**config.mk**
```make
export PLATFORM = sky130hd
export DESIGN_NAME = ubg_top
export DESIGN_NICKNAME = d
export VERILOG_FILES = /design/src/hdl/ubg_pkg.sv /design/src/hdl/ubg_top.sv
export SDC_FILE = /design/constraint.sdc
export NUM_CORES = 1
export LEC_CHECK = 0
export BUFFER_PORTS_ARGS = -buffer_cell sky130_fd_sc_hd__buf_2
export CORE_ASPECT_RATIO = 1.2
export CORE_UTILIZATION = 46
export DETAILED_ROUTE_END_ITERATION = 8
export GPL_ROUTABILITY_DRIVEN = 0
export PLACE_DENSITY = 0.72
export SETUP_SLACK_MARGIN = 0.15
export SLEW_MARGIN = 20
export SYNTH_ARGS = -nofsm -noshare
export SYNTH_HDL_FRONTEND = slang
export SYNTH_SLANG_ARGS = --single-unit
```
**constraint.sdc**
```tcl
create_clock -name hclk -period 5.6 [get_ports hclk]
set_input_delay 1.68 -clock hclk [delete_from_list [all_inputs] [get_ports hclk]]
set_output_delay 1.68 -clock hclk [all_outputs]
set_load 0.03 [all_outputs]
```
**src/hdl/ubg_pkg.sv**
```systemverilog
// How it works
// fifo on: block bit picks block mode
// single mode: rx ready low while data held
// block: rx ready falls on trigger/timeout
// single fifo: tx ready low when fifo empty
// block: tx ready high only when full
// plain tx interrupt follows holding/trigger state
// half duplex: tx interrupt waits for empty (fifo on: also high below trigger with data)
// rx interrupt high on byte or trigger
// bus works without any oscillator edge
// prescaler divides by 1 or 4, strap
// 16-bit divisor 1..65535 from two bytes
// divisor resets to low 01, high 00
// sampling bit picks 16x or 8x
// tx and rx run on sampling ticks
// status shows tx empty and tx space
// timeout: four characters plus twelve bits
// new divisor loads at next reload
`default_nettype none
package ubg_pkg;
  // --------------------------------------------------------------------
  // register map (byte addresses)
  // --------------------------------------------------------------------
  localparam logic [7:0]  ADDR_CTRL      = 8'h00;
  localparam logic [7:0]  ADDR_DIVISOR   = 8'h04;
  localparam logic [7:0]  ADDR_STATUS    = 8'h08;
  localparam logic [7:0]  ADDR_IRQ_STAT  = 8'h0c;
  localparam logic [7:0]  ADDR_IRQ_MASK  = 8'h10;
  // --------------------------------------------------------------------
  // control fields
  // --------------------------------------------------------------------
  localparam int          CTRL_FIFO_EN   = 0;
  localparam int          CTRL_BLOCK     = 3;
  localparam int          CTRL_HALF_DUP  = 4;
  localparam int          CTRL_SAMPLE16  = 5;
  localparam int          CTRL_PRESCALE  = 7;
  localparam int          CTRL_WLEN_LO   = 8;
  localparam logic [9:0]  CTRL_RST       = 10'h020;
  localparam logic [9:0]  CTRL_WMASK     = 10'h3b9;
  // --------------------------------------------------------------------
  // divisor: low byte [7:0], high byte [15:8]
  // --------------------------------------------------------------------
  localparam logic [7:0]  DIV_LOW_RST    = 8'h01;
  localparam logic [7:0]  DIV_HIGH_RST   = 8'h00;
  // --------------------------------------------------------------------
  // status and interrupt bits
  // --------------------------------------------------------------------
  localparam int          ST_TX_SPACE    = 5;
  localparam int          ST_TX_EMPTY    = 6;
  localparam int          IRQ_TIMEOUT    = 0;
  localparam int          IRQ_RX_TRIG    = 1;
  localparam int          IRQ_TX_EMPTY   = 2;
  localparam logic [2:0]  IRQ_MASK_RST   = 3'h0;
  // --------------------------------------------------------------------
  // timing
  // --------------------------------------------------------------------
  localparam logic [3:0]  SAMPLES_16X    = 4'hf;
  localparam logic [3:0]  SAMPLES_8X     = 4'h7;
  localparam logic [1:0]  PRESCALE_DIV4  = 2'h3;
  localparam logic [1:0]  STRAP_WAIT     = 2'h2;
  localparam logic [5:0]  TIMEOUT_CHARS  = 6'h04;
  localparam logic [5:0]  TIMEOUT_BITS   = 6'h0c;
  localparam logic [5:0]  WLEN_BASE      = 6'h05;
  // bus sequencer states
  typedef enum logic [1:0] {
    BUS_IDLE = 2'b01,
    BUS_READ = 2'b10
  } ubg_bus_type;
endpackage
`default_nettype wire

```
**src/hdl/ubg_top.sv**
```systemverilog
`default_nettype none
module ubg_top #(
  parameter int FIFO_DEPTH = 64,
  parameter int CNT_W      = $clog2(FIFO_DEPTH + 1)
) (
  input  wire logic              hclk,
  input  wire logic              hresetn,
  input  wire logic              hsel,
  input  wire logic [31:0]       haddr,
  input  wire logic [1:0]        htrans,
  input  wire logic              hwrite,
  input  wire logic [2:0]        hsize,
  input  wire logic [31:0]       hwdata,
  input  wire logic              hready,
  output logic      [31:0]       hrdata,
  output logic                   hreadyout,
  output logic                   hresp,
  input  wire logic              osc_in,
  input  wire logic              prescale_select_pin,
  input  wire logic [CNT_W-1:0]  rx_count,
  input  wire logic [CNT_W-1:0]  tx_count,
  input  wire logic              rx_above_trig,
  input  wire logic              tx_above_trig,
  input  wire logic              tsr_empty,
  input  wire logic              rx_byte_in,
  output logic                   rx_ready_n,
  output logic                   tx_ready_n,
  output logic                   irq_out_chan_a,
  output logic                   sample_tick,
  output logic                   bit_tick,
  output logic                   irq
);
  // --------------------------------------------------------------------
  // state
  // --------------------------------------------------------------------
  typedef struct packed {
    logic                    osc_s1;
    logic                    osc_s2;
    logic                    osc_prev;
    logic                    sel_s1;
    logic                    sel_s2;
    logic [1:0]              strap_cnt;
    logic                    strap_done;
    logic [9:0]              ctrl;
    logic [15:0]             divisor;
    logic [1:0]              pre_cnt;
    logic [15:0]             div_cnt;
    logic [3:0]              samp_cnt;
    logic [5:0]              tout_cnt;
    logic                    timeout;
    logic                    rx_blk;
    logic                    rx_trig_prev;
    logic                    tx_empty_prev;
    logic [2:0]              irq_stat;
    logic [2:0]              irq_mask;
    ubg_pkg::ubg_bus_type    bus_st;
    logic                    wr_pend;
    logic [7:0]              a_addr;
    logic [31:0]             hrdata;
    logic                    hreadyout;
    logic                    hresp;
    logic                    rx_ready_n;
    logic                    tx_ready_n;
    logic                    irq_pin;
    logic                    sample_tick;
    logic                    bit_tick;
    logic                    irq;
  } ubg_state_type;

  ubg_state_type s_ff;
  ubg_state_type nxt_s;

  logic        fifo_on;
  logic        blk_on;
  logic        tx_empty_all;
  logic        tx_int;
  logic        rx_int;
  logic        accept;
  logic        pre_tick;
  logic [5:0]  tout_limit;
  logic [2:0]  events;
  logic [2:0]  w1c;
  logic [31:0] rd_val;

  // --------------------------------------------------------------------
  // pin decode from the current mode
  // --------------------------------------------------------------------
  assign fifo_on      = s_ff.ctrl[ubg_pkg::CTRL_FIFO_EN];
  assign blk_on       = fifo_on & s_ff.ctrl[ubg_pkg::CTRL_BLOCK];
  assign tx_empty_all = (tx_count == '0) & tsr_empty;
  assign accept       = hsel & htrans[1] & hready;
  // four characters of (5 + wlen) bits plus the fixed tail
  assign tout_limit   = 6'((ubg_pkg::WLEN_BASE
                        + 6'(s_ff.ctrl[ubg_pkg::CTRL_WLEN_LO +: 2]))
                        * ubg_pkg::TIMEOUT_CHARS + ubg_pkg::TIMEOUT_BITS);

  // transmit and receive halves of the interrupt pin
  always_comb begin
    if (s_ff.ctrl[ubg_pkg::CTRL_HALF_DUP]) begin
      // half duplex waits until the line can be turned round, or with the fifo on until data sits below trigger
      tx_int = fifo_on ? ((!tx_above_trig && tx_count != '0) || tx_empty_all)
                       : tx_empty_all;
    end else begin
      tx_int = fifo_on ? !tx_above_trig : (tx_count == '0);
    end
    rx_int = fifo_on ? rx_above_trig : (rx_count != '0);
  end

  // readback of every mapped register, zero elsewhere
  always_comb begin
    rd_val = 32'h0000_0000;
    case (s_ff.a_addr)
      ubg_pkg::ADDR_CTRL:     rd_val[9:0]  = s_ff.ctrl;
      ubg_pkg::ADDR_DIVISOR:  rd_val[15:0] = s_ff.divisor;
      ubg_pkg::ADDR_STATUS: begin
        rd_val[0] = s_ff.rx_ready_n;
        rd_val[1] = s_ff.tx_ready_n;
        rd_val[2] = s_ff.irq_pin;
        rd_val[3] = s_ff.timeout;
        rd_val[4] = s_ff.ctrl[ubg_pkg::CTRL_PRESCALE];
        rd_val[ubg_pkg::ST_TX_SPACE] = tx_count != CNT_W'(FIFO_DEPTH);
        rd_val[ubg_pkg::ST_TX_EMPTY] = tx_empty_all;
      end
      ubg_pkg::ADDR_IRQ_STAT: rd_val[2:0]  = s_ff.irq_stat;
      ubg_pkg::ADDR_IRQ_MASK: rd_val[2:0]  = s_ff.irq_mask;
      default:                rd_val       = 32'h0000_0000;
    endcase
  end

  // --------------------------------------------------------------------
  // next state
  // --------------------------------------------------------------------
  always_comb begin
    nxt_s       = s_ff;
    pre_tick    = 1'b0;
    events      = 3'h0;
    w1c         = 3'h0;
    // oscillator is a foreign clock: two flops, then edge detect
    nxt_s.osc_s1   = osc_in;
    nxt_s.osc_s2   = s_ff.osc_s1;
    nxt_s.osc_prev = s_ff.osc_s2;
    nxt_s.sel_s1   = prescale_select_pin;
    nxt_s.sel_s2   = s_ff.sel_s1;
    nxt_s.hresp    = 1'b0;

    // strap caught once the synchroniser has settled after release
    if (s_ff.strap_cnt != ubg_pkg::STRAP_WAIT) begin
      nxt_s.strap_cnt = s_ff.strap_cnt + 2'h1;
    end else if (!s_ff.strap_done) begin
      nxt_s.strap_done                    = 1'b1;
      nxt_s.ctrl[ubg_pkg::CTRL_PRESCALE]  = s_ff.sel_s2;
    end

    // bus write data phase; runs with or without oscillator edges
    if (s_ff.wr_pend) begin
      case (s_ff.a_addr)
        ubg_pkg::ADDR_CTRL: begin
          nxt_s.ctrl = (s_ff.ctrl & ~ubg_pkg::CTRL_WMASK)
                     | (hwdata[9:0] & ubg_pkg::CTRL_WMASK);
        end
        ubg_pkg::ADDR_DIVISOR:  nxt_s.divisor  = hwdata[15:0];
        ubg_pkg::ADDR_IRQ_STAT: w1c            = hwdata[2:0];
        ubg_pkg::ADDR_IRQ_MASK: nxt_s.irq_mask = hwdata[2:0];
        default:                w1c            = 3'h0;
      endcase
    end
    nxt_s.wr_pend = 1'b0;

    // address phase; reads take one wait state so data comes from a flop
    case (s_ff.bus_st)
      ubg_pkg::BUS_IDLE: begin
        if (accept) begin
          nxt_s.a_addr = haddr[7:0];
          if (hwrite) begin
            nxt_s.wr_pend = 1'b1;
          end else begin
            nxt_s.bus_st    = ubg_pkg::BUS_READ;
            nxt_s.hreadyout = 1'b0;
          end
        end
      end
      ubg_pkg::BUS_READ: begin
        nxt_s.hrdata    = rd_val;
        nxt_s.hreadyout = 1'b1;
        nxt_s.bus_st    = ubg_pkg::BUS_IDLE;
      end
      default: begin
        nxt_s.bus_st    = ubg_pkg::BUS_IDLE;
        nxt_s.hreadyout = 1'b1;
      end
    endcase

    // prescaler: every edge, or one edge in four
    if (s_ff.osc_s2 && !s_ff.osc_prev) begin
      if (s_ff.pre_cnt == 2'h0) begin
        pre_tick      = 1'b1;
        nxt_s.pre_cnt = s_ff.ctrl[ubg_pkg::CTRL_PRESCALE]
                      ? ubg_pkg::PRESCALE_DIV4 : 2'h0;
      end else begin
        nxt_s.pre_cnt = s_ff.pre_cnt - 2'h1;
      end
    end

    // divisor counter; the register is only sampled at reload, so a
    // rewrite mid-period never shortens the current sampling period
    nxt_s.sample_tick = 1'b0;
    nxt_s.bit_tick    = 1'b0;
    if (pre_tick) begin
      if (s_ff.div_cnt <= 16'h0001) begin
        nxt_s.div_cnt     = (s_ff.divisor == 16'h0000) ? 16'h0001
                                                       : s_ff.divisor;
        nxt_s.sample_tick = 1'b1;
      end else begin
        nxt_s.div_cnt = s_ff.div_cnt - 16'h0001;
      end
    end

    // bit clock for the shifters: 16 or 8 samples per bit
    if (nxt_s.sample_tick) begin
      if (s_ff.samp_cnt == 4'h0) begin
        nxt_s.bit_tick = 1'b1;
        nxt_s.samp_cnt = s_ff.ctrl[ubg_pkg::CTRL_SAMPLE16]
                       ? ubg_pkg::SAMPLES_16X : ubg_pkg::SAMPLES_8X;
      end else begin
        nxt_s.samp_cnt = s_ff.samp_cnt - 4'h1;
      end
    end

    // receive time-out counted in bit times since the last byte
    if (rx_byte_in || rx_count == '0) begin
      nxt_s.tout_cnt = 6'h00;
      nxt_s.timeout  = 1'b0;
    end else if (s_ff.bit_tick && !s_ff.timeout) begin
      nxt_s.tout_cnt = s_ff.tout_cnt + 6'h01;
      if (s_ff.tout_cnt + 6'h01 >= tout_limit) begin
        nxt_s.timeout = 1'b1;
        events[ubg_pkg::IRQ_TIMEOUT] = 1'b1;
      end
    end

    // block-mode receive latch: armed by trigger or timeout, freed on empty
    if (rx_count == '0) begin
      nxt_s.rx_blk = 1'b0;
    end else if (rx_above_trig || s_ff.timeout) begin
      nxt_s.rx_blk = 1'b1;
    end

    // pins, registered
    nxt_s.rx_ready_n = blk_on ? !nxt_s.rx_blk : (rx_count == '0);
    nxt_s.tx_ready_n = blk_on ? (tx_count == CNT_W'(FIFO_DEPTH))
                              : (tx_count != '0);
    nxt_s.irq_pin    = tx_int | rx_int;

    // sticky events; a set in the clearing cycle wins
    nxt_s.rx_trig_prev  = rx_above_trig;
    nxt_s.tx_empty_prev = tx_empty_all;
    events[ubg_pkg::IRQ_RX_TRIG]  = rx_above_trig & ~s_ff.rx_trig_prev;
    events[ubg_pkg::IRQ_TX_EMPTY] = tx_empty_all & ~s_ff.tx_empty_prev;
    nxt_s.irq_stat = (s_ff.irq_stat & ~w1c) | events;
    nxt_s.irq      = |(nxt_s.irq_stat & nxt_s.irq_mask);
  end

  // --------------------------------------------------------------------
  // state register
  // --------------------------------------------------------------------
  always_ff @(posedge hclk or negedge hresetn) begin
    if (!hresetn) begin
      s_ff             <= '0;
      s_ff.ctrl        <= ubg_pkg::CTRL_RST;
      s_ff.divisor     <= {ubg_pkg::DIV_HIGH_RST, ubg_pkg::DIV_LOW_RST};
      s_ff.div_cnt     <= 16'h0001;
      s_ff.irq_mask    <= ubg_pkg::IRQ_MASK_RST;
      s_ff.bus_st      <= ubg_pkg::BUS_IDLE;
      s_ff.hreadyout   <= 1'b1;
      s_ff.rx_ready_n  <= 1'b1;
      s_ff.tx_ready_n  <= 1'b0;
      s_ff.tx_empty_prev <= 1'b1;
    end else begin
      s_ff <= nxt_s;
    end
  end

  assign hrdata         = s_ff.hrdata;
  assign hreadyout      = s_ff.hreadyout;
  assign hresp          = s_ff.hresp;
  assign rx_ready_n     = s_ff.rx_ready_n;
  assign tx_ready_n     = s_ff.tx_ready_n;
  assign irq_out_chan_a = s_ff.irq_pin;
  assign sample_tick    = s_ff.sample_tick;
  assign bit_tick       = s_ff.bit_tick;
  assign irq            = s_ff.irq;
endmodule
`default_nettype wire

```
==> impl_metrics.json, run 1 <==
{
  "intPower_mw": 1.470,
  "cap_violations": 0,
  "yosysMostFrequentCell": "dfrtp_1",
  "routed_via_density": 5.562,
  "rr_endpoint": "s_ff[77]",
  "clock_sinks": 102,
  "ys_warn_count": 0,
  "synth.avg_cell_area_um2": 10.54,
  "syn_area_um2": 5067,
  "clk_latency_ns": 0.34,
  "reg2reg_depth": 6,
  "synth_area_leader_cell": "dfrtp_1",
  "cts_buffers": 9,
  "hpwl_mm": 7.861,
  "ys_top_cells_by_area": "dfrtp_1 47%, mux2_2 6.9%, buf_4 4.9%",
  "ant_nets": 0,
  "grt_pass1_wl_mm": 17.68,
  "fin_skew_ns": 0.008729,
  "crit_arrival_ns": 1.09,
  "cts_setup_buffers": 0,
  "synth_edf_count": 0,
  "synth_cell_types": 52,
  "holdPathEnd": "nxt_s[120]",
  "path_cells": "buf_2",
  "synth_top_area_share": 0.4741,
  "violations": "design-rule violations",
  "slew_viol_final": 0,
  "die_y_um": 117.0,
  "synth_common_cells": "96 x dfrtp_1, 56 x nand2_1, 33 x buf_4",
  "r2r_slack_ns": 3.17,
  "ctsHoldBuffers": 0,
  "hp-class": "flop to flop",
  "status": "finished, violations left",
  "worstHoldStart": "nxt_s[121]",
  "vias": 3732,
  "period_minus_slack_ns": 2.772,
  "grt_overflow_total": 0,
  "grt_usage": 0.1987,
  "rsz0062_at_grt": "no",
  "fp-row-count": 41,
  "critPathBufInv": 1,
  "path_max_fanout": 4,
  "cp-start-kind": "flop",
  "ys_seq_elements": 102,
  "crit_slowest_cell": "dfstp_2",
  "diodes": 0,
  "swShare": 0.2818,
  "die_w_um": 97.81,
  "multi_input_area_um2": 2198,
  "grt_max_degree": 69,
  "synthArstFlopShare": 1.000,
  "clockBufferDepth": 2,
  "finalSetupTns_ns": 0,
  "placement.io_buffers": 72,
  "crit_path_end_kind": "output port",
  "nets": 644,
  "seqPwrFrac": 0.466,
  "syn-instance-count": 481,
  "power_density_nw_per_um2": 356.7,
  "grt_pass1_vias": 3626,
  "ys.flop_type": "dfrtp_1",
  "dieArea_um2": 11440,
  "wl_mm": 10.76,
  "slowest_delay_ns": 0.55,
  "cts-root-buf": "clkbuf_16",
  "start_util": 0.4772,
  "relSlewSlack": 0.4198,
  "clk_pin_slew_ns": 0.07,
  "drt_iter0_drc": 267,
  "max_freq_mhz": 360.7,
  "seqCellArea_um2": 2560,
  "p_total_mw": 2.047,
  "worst_pin_slew_ns": 0.8703,
  "cts.repair.resized": 0,
  "drtPass1Iterations": 8,
  "cp_top_family": "flip-flops",
  "wl_per_cell_um": 16.03,
  "antenna_found_initial": 0,
  "power_frac_clock": 0.374,
  "io_pins": 134,
  "required_ns": 3.92,
  "final_layout_size_suffix_gt1_frac": 0.2546,
  "hold_violations": 0,
  "cts.htree.levels": 3,
  "comb_power_share": 0.160,
  "drc_errors": 12,
  "core_um2": 10620,
  "ir_worst_vdd_mv": 0.1613,
  "worst-setup-path-type": "flop to output port",
  "synth-seq-area-share": 0.5052,
  "holdPathStages": 0,
  "p_leak_nw": 2.710,
  "fill_cells": 930,
  "p_sw_mw": 0.5766,
  "period_share": 0.4950,
  "cts_tree": "built",
  "r2r-start": "s_ff[72]",
  "area_delta_synth_final_pct": 13.21,
  "setup_viol": 0
}
## power by group through the flow
stage / clock network, mW / logic [mW] / registers, mW
after global placement: 0 / 0.313 / 0.958
final: 0.765 / 0.328 / 0.954
after CTS: 0.774 / 0.329 / 0.951
after global routing: 0.808 / 0.369 / 0.966
after detailed placement: 0 / 0.325 / 0.962
after floorplan: 0 / 0.266 / 0.927
## layer usage
layer,track usage,vias to the layer above,share of wire
li1,-,1761,-
met1,0.2450,1827,0.42
met2,0.3518,126,0.51
met3,0.03147,18,0.045
met4,0.08283,0,0.018
met5,0,-,0
## metrics by stage
stage                     hold slack, ns  cells  cell area (um^2)    util  setup WS, ns
final                             0.3560    671              5737  0.5402         2.828
after global routing              0.3647    671              5737  0.5402         2.803
after CTS                         0.3601    671              5737  0.5402         2.824
after detailed placement          0.3451    655              5365  0.5052         2.656
after global placement            0.3462    655              5365  0.5052         2.665
after floorplan                   0.3312    497              5127       -         2.915
## layout make-up
class                      instances  share of cell area
tap                              129             0.02814
multi-input combinational        331              0.3832
clock inverter                     6             0.02312
timing repair buffer              73             0.06456
clock buffer                      10             0.04166
inverter                          20             0.01309
sequential                       102              0.4462
## sequential cells by signal, indices dropped and copies added, names as in the netlist
register / cells
fifo_on: 1
irq_out_chan_a: 1
sample_tick: 1
irq: 1
hrdata: 16
nxt_s: 3
hreadyout: 1
rx_ready_n: 1
s_ff: 75
bit_tick: 1
tx_ready_n: 1
## cells by family after synthesis
| family | Yosys count | synth area share |
|---|---|---|
| and+or+nand+nor | 174 | 0.1785 |
| adders and majority gates | 13 | 0.03210 |
| other | 1 | 0.0007400 |
| xor gates and xnor gates | 12 | 0.02074 |
| AOI/OAI and AO/OA | 73 | 0.09679 |
| muxes | 42 | 0.09309 |
| buffers and inverters | 64 | 0.07284 |
| DFF | 102 | 0.5052 |
## cells in the final DEF, fill, tap and decap left out, types with 3 or more instances in the layout
cell type   n
buf_2      71
a31oi_1     6
clkbuf_16   9
ha_1       13
dfstp_2     6
xor2_1      5
o41ai_1     4
or3_1       4
a2bb2oi_1   5
and3_1      5
o21ai_0    19
or4_1       4
a221oi_1    5
dfrtp_1    96
nand2_1    56
nor2b_1     7
nor2_1     31
xnor2_1     7
a221o_1     4
nor4_1      7
nand3_1    21
nand2b_1    5
mux2i_1    10
mux2_2     31
a21oi_1    14
inv_1      20
conb_1     17
nor3_1     14
a21o_1      3
bufinv_16   4
## worst max path at each step
| stage | from | end | slack (ns) | cells after the start |
|---|---|---|---|---|
| final | hreadyout | hreadyout | 2.83 | 1 |
| after floorplan | tx_count[1] | irq_out_chan_a | 2.92 | 5 |
| after detailed placement | tx_count[1] | hrdata[6] | 2.66 | 6 |
| after global placement | tx_count[1] | irq | 2.67 | 6 |
| after global routing | hreadyout | hreadyout | 2.80 | 1 |
| after CTS | hreadyout | hreadyout | 2.82 | 1 |
Note: power is estimated with default switching activity, not from simulation.
==> inputs of run 2 (changes only) <==
ABC_AREA = 1   (was unset)
PLACE_DENSITY = 0.74   (was 0.72)
clock period = 2.42 ns   (was 5.6 ns; I/O delays follow)
==> impl_metrics.json, run 2 <==
{
  "crit_arrival_ns": 2.27,
  "path_max_fanout": 9,
  "cts.repair.resized": 0,
  "grt_max_degree": 51,
  "seqPwrFrac": 0.462,
  "p_leak_nw": 3.298,
  "ir_worst_vdd_mv": 0.2958,
  "fp-row-count": 43,
  "status": "finished clean",
  "ys_warn_count": 0,
  "synth_edf_count": 0,
  "diodes": 0,
  "reg2reg_depth": 10,
  "worst-setup-path-type": "flop to flop",
  "ant_nets": 0,
  "area_delta_synth_final_pct": 11.63,
  "synth_top_area_share": 0.4386,
  "layout_setup_ws_ns": 0.4422,
  "seqCellArea_um2": 2560,
  "power_frac_clock": 0.285,
  "cts_tree": "built",
  "grt_pass1_wl_mm": 19.48,
  "placement.io_buffers": 72,
  "p_sw_mw": 1.647,
  "p_total_mw": 4.706,
  "ys_top_cells_by_area": "dfrtp_1 44%, nand2_1 16%, inv_1 5.9%",
  "wl_per_cell_um": 12.33,
  "relSlewSlack": 0.4880,
  "die_w_um": 101.6,
  "wl_mm": 11.65,
  "yosysMostFrequentCell": "nand2_1",
  "clk_latency_ns": 0.35,
  "ys_seq_elements": 102,
  "synth_cell_types": 32,
  "ctsHoldBuffers": 0,
  "clock_sinks": 102,
  "synth_area_leader_cell": "dfrtp_1",
  "rsz0062_at_grt": "no",
  "cts-root-buf": "clkbuf_16",
  "antenna_found_initial": 0,
  "grt_pass1_vias": 4283,
  "layout_commonest_cell": "nand2_1",
  "cts_setup_buffers": 0,
  "hpwl_mm": 8.782,
  "cp_common_cell": "nand2_1",
  "power_density_nw_per_um2": 769.7,
  "comb_power_share": 0.253,
  "multi_input_area_um2": 2332,
  "cts_buffers": 9,
  "clockBufferDepth": 2,
  "setup_viol": 0,
  "cp-start-kind": "flop",
  "regMostFlops": "s_ff",
  "core_um2": 11570,
  "fill_cells": 1117,
  "hold_violations": 0,
  "grt_usage": 0.2051,
  "drc_errors": 0,
  "max_freq_mhz": 505.6,
  "drtPass1Iterations": 4,
  "io_pins": 134,
  "synth.avg_cell_area_um2": 7.576,
  "cp_top_family": "simple AND/OR/NAND/NOR gates",
  "synth_common_cells": "229 x nand2_1, 96 x dfrtp_1, 86 x inv_1",
  "nets": 890,
  "hp-class": "input port to asynchronous set/reset pin",
  "routed_via_density": 4.829,
  "fin_skew_ns": 0.006222,
  "vias": 4563,
  "worst_pin_slew_ns": 0.7610,
  "drt_iter0_drc": 216,
  "fin_area_um2": 6115,
  "synthArstFlopShare": 1.000,
  "period_minus_slack_ns": 1.978,
  "finalSetupTns_ns": 0,
  "place_area_um2": 5847,
  "final_layout_size_suffix_gt1_frac": 0.1434,
  "cts.htree.levels": 3,
  "path_cells": "inv_1, ha_1, o21ai_0, nor2_1, nand2_1, buf_4, nand3_1, nand2_1, nand2_1, nand2_1",
  "largest_reg_flops": 75,
  "fin_util": 0.5286,
  "dp_slack_ns": 0.4354,
  "swShare": 0.3499,
  "period_share": 0.8173,
  "final_cell_mix": "229 x nand2_1, 96 x dfrtp_1, 86 x inv_1",
  "ys.flop_type": "dfrtp_1",
  "slowest_delay_ns": 0.57,
  "critPathBufInv": 2,
  "intPower_mw": 3.060,
  "crit_path_end_kind": "flop",
  "cap_violations": 0,
  "synth-seq-area-share": 0.4673,
  "required_ns": 2.71,
  "syn-instance-count": 723,
  "dieArea_um2": 12350,
  "clk_pin_slew_ns": 0.07,
  "start_util": 0.4736,
  "crit_slowest_cell": "dfstp_2",
  "syn_area_um2": 5478,
  "slew_viol_final": 0,
  "cp.depth": 10,
  "grt_overflow_total": 0,
  "die_y_um": 121.5
}
==> run 2: cell types whose count changed in the layout (fill, tap and decap cells not counted), sizes merged, moves of 12 or more <==
cell,delta
nor3,-12
o21ai,+46
nor2,+43
inv,+69
nand3,+36
mux2,-31
nand2,+175
==> run 2: cell families after synthesis <==
group | Yosys count | share of synthesized area
AOI/OAI and AO/OA | 82 | 0.07743
xor gates and xnor gates | 12 | 0.01919
adders and majority gates | 13 | 0.02969
buffers and inverters | 134 | 0.1179
DFF | 102 | 0.4673
other | 1 | 0.0006846
and+or+nand+nor | 379 | 0.2878
==> run 2: power by group through the flow <==
stage / Sequential [mW] / Combinational [mW] / Clock, mW
after global placement: 2.20 / 1.16 / 0
after floorplan: 2.15 / 0.952 / 0
after CTS: 2.17 / 1.20 / 1.36
after global routing: 2.21 / 1.38 / 1.43
after detailed placement: 2.20 / 1.19 / 0
final: 2.18 / 1.19 / 1.34
==> run 2: final cells by class <==
type | instances | share of cell area
Timing Repair Buffer | 79 | 0.06998
Inverter | 88 | 0.05402
Clock buffer | 11 | 0.03806
Sequential cell | 102 | 0.4187
Tap cell | 157 | 0.03213
Clock inverter | 5 | 0.005729
Multi-Input combinational cell | 503 | 0.3814
==> run 2: per-layer routing <==
| layer | GRT usage | wire length [um] | part of all wire |
|---|---|---|---|
| met5 | 0 | 0 | 0 |
| met4 | 0.1014 | 346 | 0.030 |
| met1 | 0.2555 | 4986 | 0.43 |
| met3 | 0.03328 | 469 | 0.040 |
| met2 | 0.3433 | 5848 | 0.50 |
==> run 2: per-stage QoR <==
step                hold WS (ns)  std cells
floorplan                 0.3312        739
global placement          0.3334        929
detailed placement        0.3396        929
CTS                       0.3320        945
global route              0.3553        945
finish                    0.3053        945
==> run 2: worst paths after layout <==
| check | from | endpoint | slack, ns |
|---|---|---|---|
| worst max-delay path | s_ff[71] | s_ff[81] | 0.44 |
| worst min-delay path | hresetn | hrdata[14] | 0.31 |
| worst max register to register | s_ff[71] | s_ff[81] | 0.44 |
| worst min register to register | nxt_s[121] | nxt_s[120] | 0.35 |
| max in group asynchronous | hresetn | s_ff[57] | 1.43 |
| min in group hclk | nxt_s[121] | nxt_s[120] | 0.35 |
==> inputs of run 3 (changes only) <==
clock period = 1.8 ns   (was 2.42 ns; I/O delays follow)
==> impl_metrics.json, run 3 (synthesized netlist as in run 2, its figures left out) <==
{
  "fin_util": 0.5682,
  "hp-class": "input port to asynchronous set/reset pin",
  "final_layout_size_suffix_gt1_frac": 0.2202,
  "rr_endpoint": "irq",
  "power_frac_clock": 0.267,
  "r2r-start": "s_ff[61]",
  "critPathBufInv": 2,
  "io_pins": 134,
  "drc_errors": 0,
  "grt_max_degree": 44,
  "dp.cells": 953,
  "seqCellArea_um2": 2562,
  "cts.htree.levels": 3,
  "drt_iter0_drc": 237,
  "ctsHoldBuffers": 0,
  "layout_setup_ws_ns": -0.04403,
  "seqPwrFrac": 0.443,
  "setup_viol": 2,
  "clk_pin_slew_ns": 0.06,
  "slowest_delay_ns": 0.40,
  "wl_mm": 12.20,
  "nets": 924,
  "status": "finished, violations left",
  "slew_viol_final": 0,
  "wl_per_cell_um": 12.46,
  "p_leak_nw": 3.504,
  "placement.io_buffers": 72,
  "routed_via_density": 4.864,
  "grt_pass1_vias": 4456,
  "p_sw_mw": 2.323,
  "drtPass1Iterations": 5,
  "r2r_slack_ns": -0.04,
  "final_cell_mix": "225 x nand2_1, 94 x dfrtp_1, 82 x inv_1",
  "grt_usage": 0.2098,
  "vias": 4762,
  "rsz0062_at_grt": "yes",
  "required_ns": 2.08,
  "fp-row-count": 43,
  "die_y_um": 121.5,
  "clk_latency_ns": 0.34,
  "power_density_nw_per_um2": 1011,
  "clock_sinks": 102,
  "cap_violations": 0,
  "layout.cells.non_filler": 979,
  "ir_worst_vdd_mv": 0.4808,
  "area_delta_synth_final_pct": 19.99,
  "cp-start-kind": "flop",
  "multi_input_area_um2": 2515,
  "max_freq_mhz": 542.3,
  "layout_commonest_cell": "nand2_1",
  "cp.depth": 13,
  "comb_power_share": 0.290,
  "cts_buffers": 9,
  "period_minus_slack_ns": 1.844,
  "start_util": 0.4736,
  "diodes": 0,
  "hpwl_mm": 8.833,
  "largest_reg_flops": 75,
  "hold_violations": 0,
  "cp_top_family": "simple AND/OR/NAND/NOR gates",
  "reg2reg_depth": 13,
  "dieArea_um2": 12350,
  "cts-root-buf": "clkbuf_16",
  "worst-setup-path-type": "flop to flop",
  "clockBufferDepth": 2,
  "antenna_found_initial": 0,
  "fill_cells": 1078,
  "grt_overflow_total": 0,
  "die_w_um": 101.6,
  "path_max_fanout": 3,
  "crit_path_end_kind": "flop",
  "cts_tree": "built",
  "violations": "negative setup slack",
  "period_share": 1.024,
  "ant_nets": 0,
  "core_um2": 11570,
  "grt_pass1_wl_mm": 20.19,
  "intPower_mw": 4.323,
  "fin_skew_ns": 0.006099,
  "crit_arrival_ns": 2.13,
  "swShare": 0.3495,
  "holdWs_ns": 0.08059,
  "crit_slowest_cell": "dfrtp_1",
  "path_cells": "ha_2, nand3_2, xor2_2, inv_1, ha_1, nand2_1, inv_2, nand4_1, nand3_2, nand3_2, nand2_2, nand2_1, nand2_1",
  "regMostFlops": "s_ff"
}
-- run 3: cell types whose count changed in the layout (fill, tap and decap cells not counted), sizes merged --
cell	previous run	this run
clkbuf	11	13
inv	89	87
clkinv	3	4
buf	79	111
nand2	233	234
-- run 3: routing by layer --
layer  up-vias  wire length [um]  global-route usage
met5         -                 0                   0
met4         0               217             0.06975
met3        17               443             0.03041
met2       113              6204              0.3602
met1      2211              5334              0.2698
li1       2421                 -                   -
-- run 3: per-stage QoR --
stage | setup WS, ns | instance area, um^2 | power (mW) | TNS [ns]
floorplan | 0.1053 | 5569 | 4.181 | 0
global placement | -0.03548 | 6071 | 4.642 | -0.03548
detailed placement | -0.06933 | 6071 | 4.673 | -0.06933
CTS | -0.06168 | 6424 | 6.518 | -0.06168
global route | -0.2002 | 6573 | 7.068 | -0.4051
finish | -0.04403 | 6573 | 6.646 | -0.08670
-- run 3: cell type report --
cell class | count | area share
Tap cell | 157 | 0.02989
Timing Repair Buffer | 112 | 0.1057
Clock buffer | 12 | 0.03750
Multi-Input combinational cell | 504 | 0.3826
Inverter | 88 | 0.05102
Sequential cell | 102 | 0.3899
Clock inverter | 4 | 0.003427
-- run 3: power groups by stage --
stage	combinational, mW	clock, mW	sequential [mW]
floorplan	1.29	0	2.89
global placement	1.69	0	2.95
detailed placement	1.72	0	2.95
CTS	1.79	1.82	2.91
global route	2.19	1.90	2.98
finish	1.93	1.78	2.94
-- run 3: timing repair --
action,in CTS,in global routing
resized for setup,11,34
pin swaps,11,8
setup endpoints to repair,22,47
gates cloned,0,1
buffers inserted,4,5
-- run 3: worst max-delay path by stage --
| stage | start | end |
|---|---|---|
| 2_1_floorplan | s_ff[61] | irq |
| 3_3_place_gp | s_ff[61] | irq |
| 3_5_place_dp | s_ff[61] | irq |
| 4_1_cts | s_ff[61] | irq |
| 5_1_grt | s_ff[61] | irq |
| 6_report | s_ff[61] | irq |
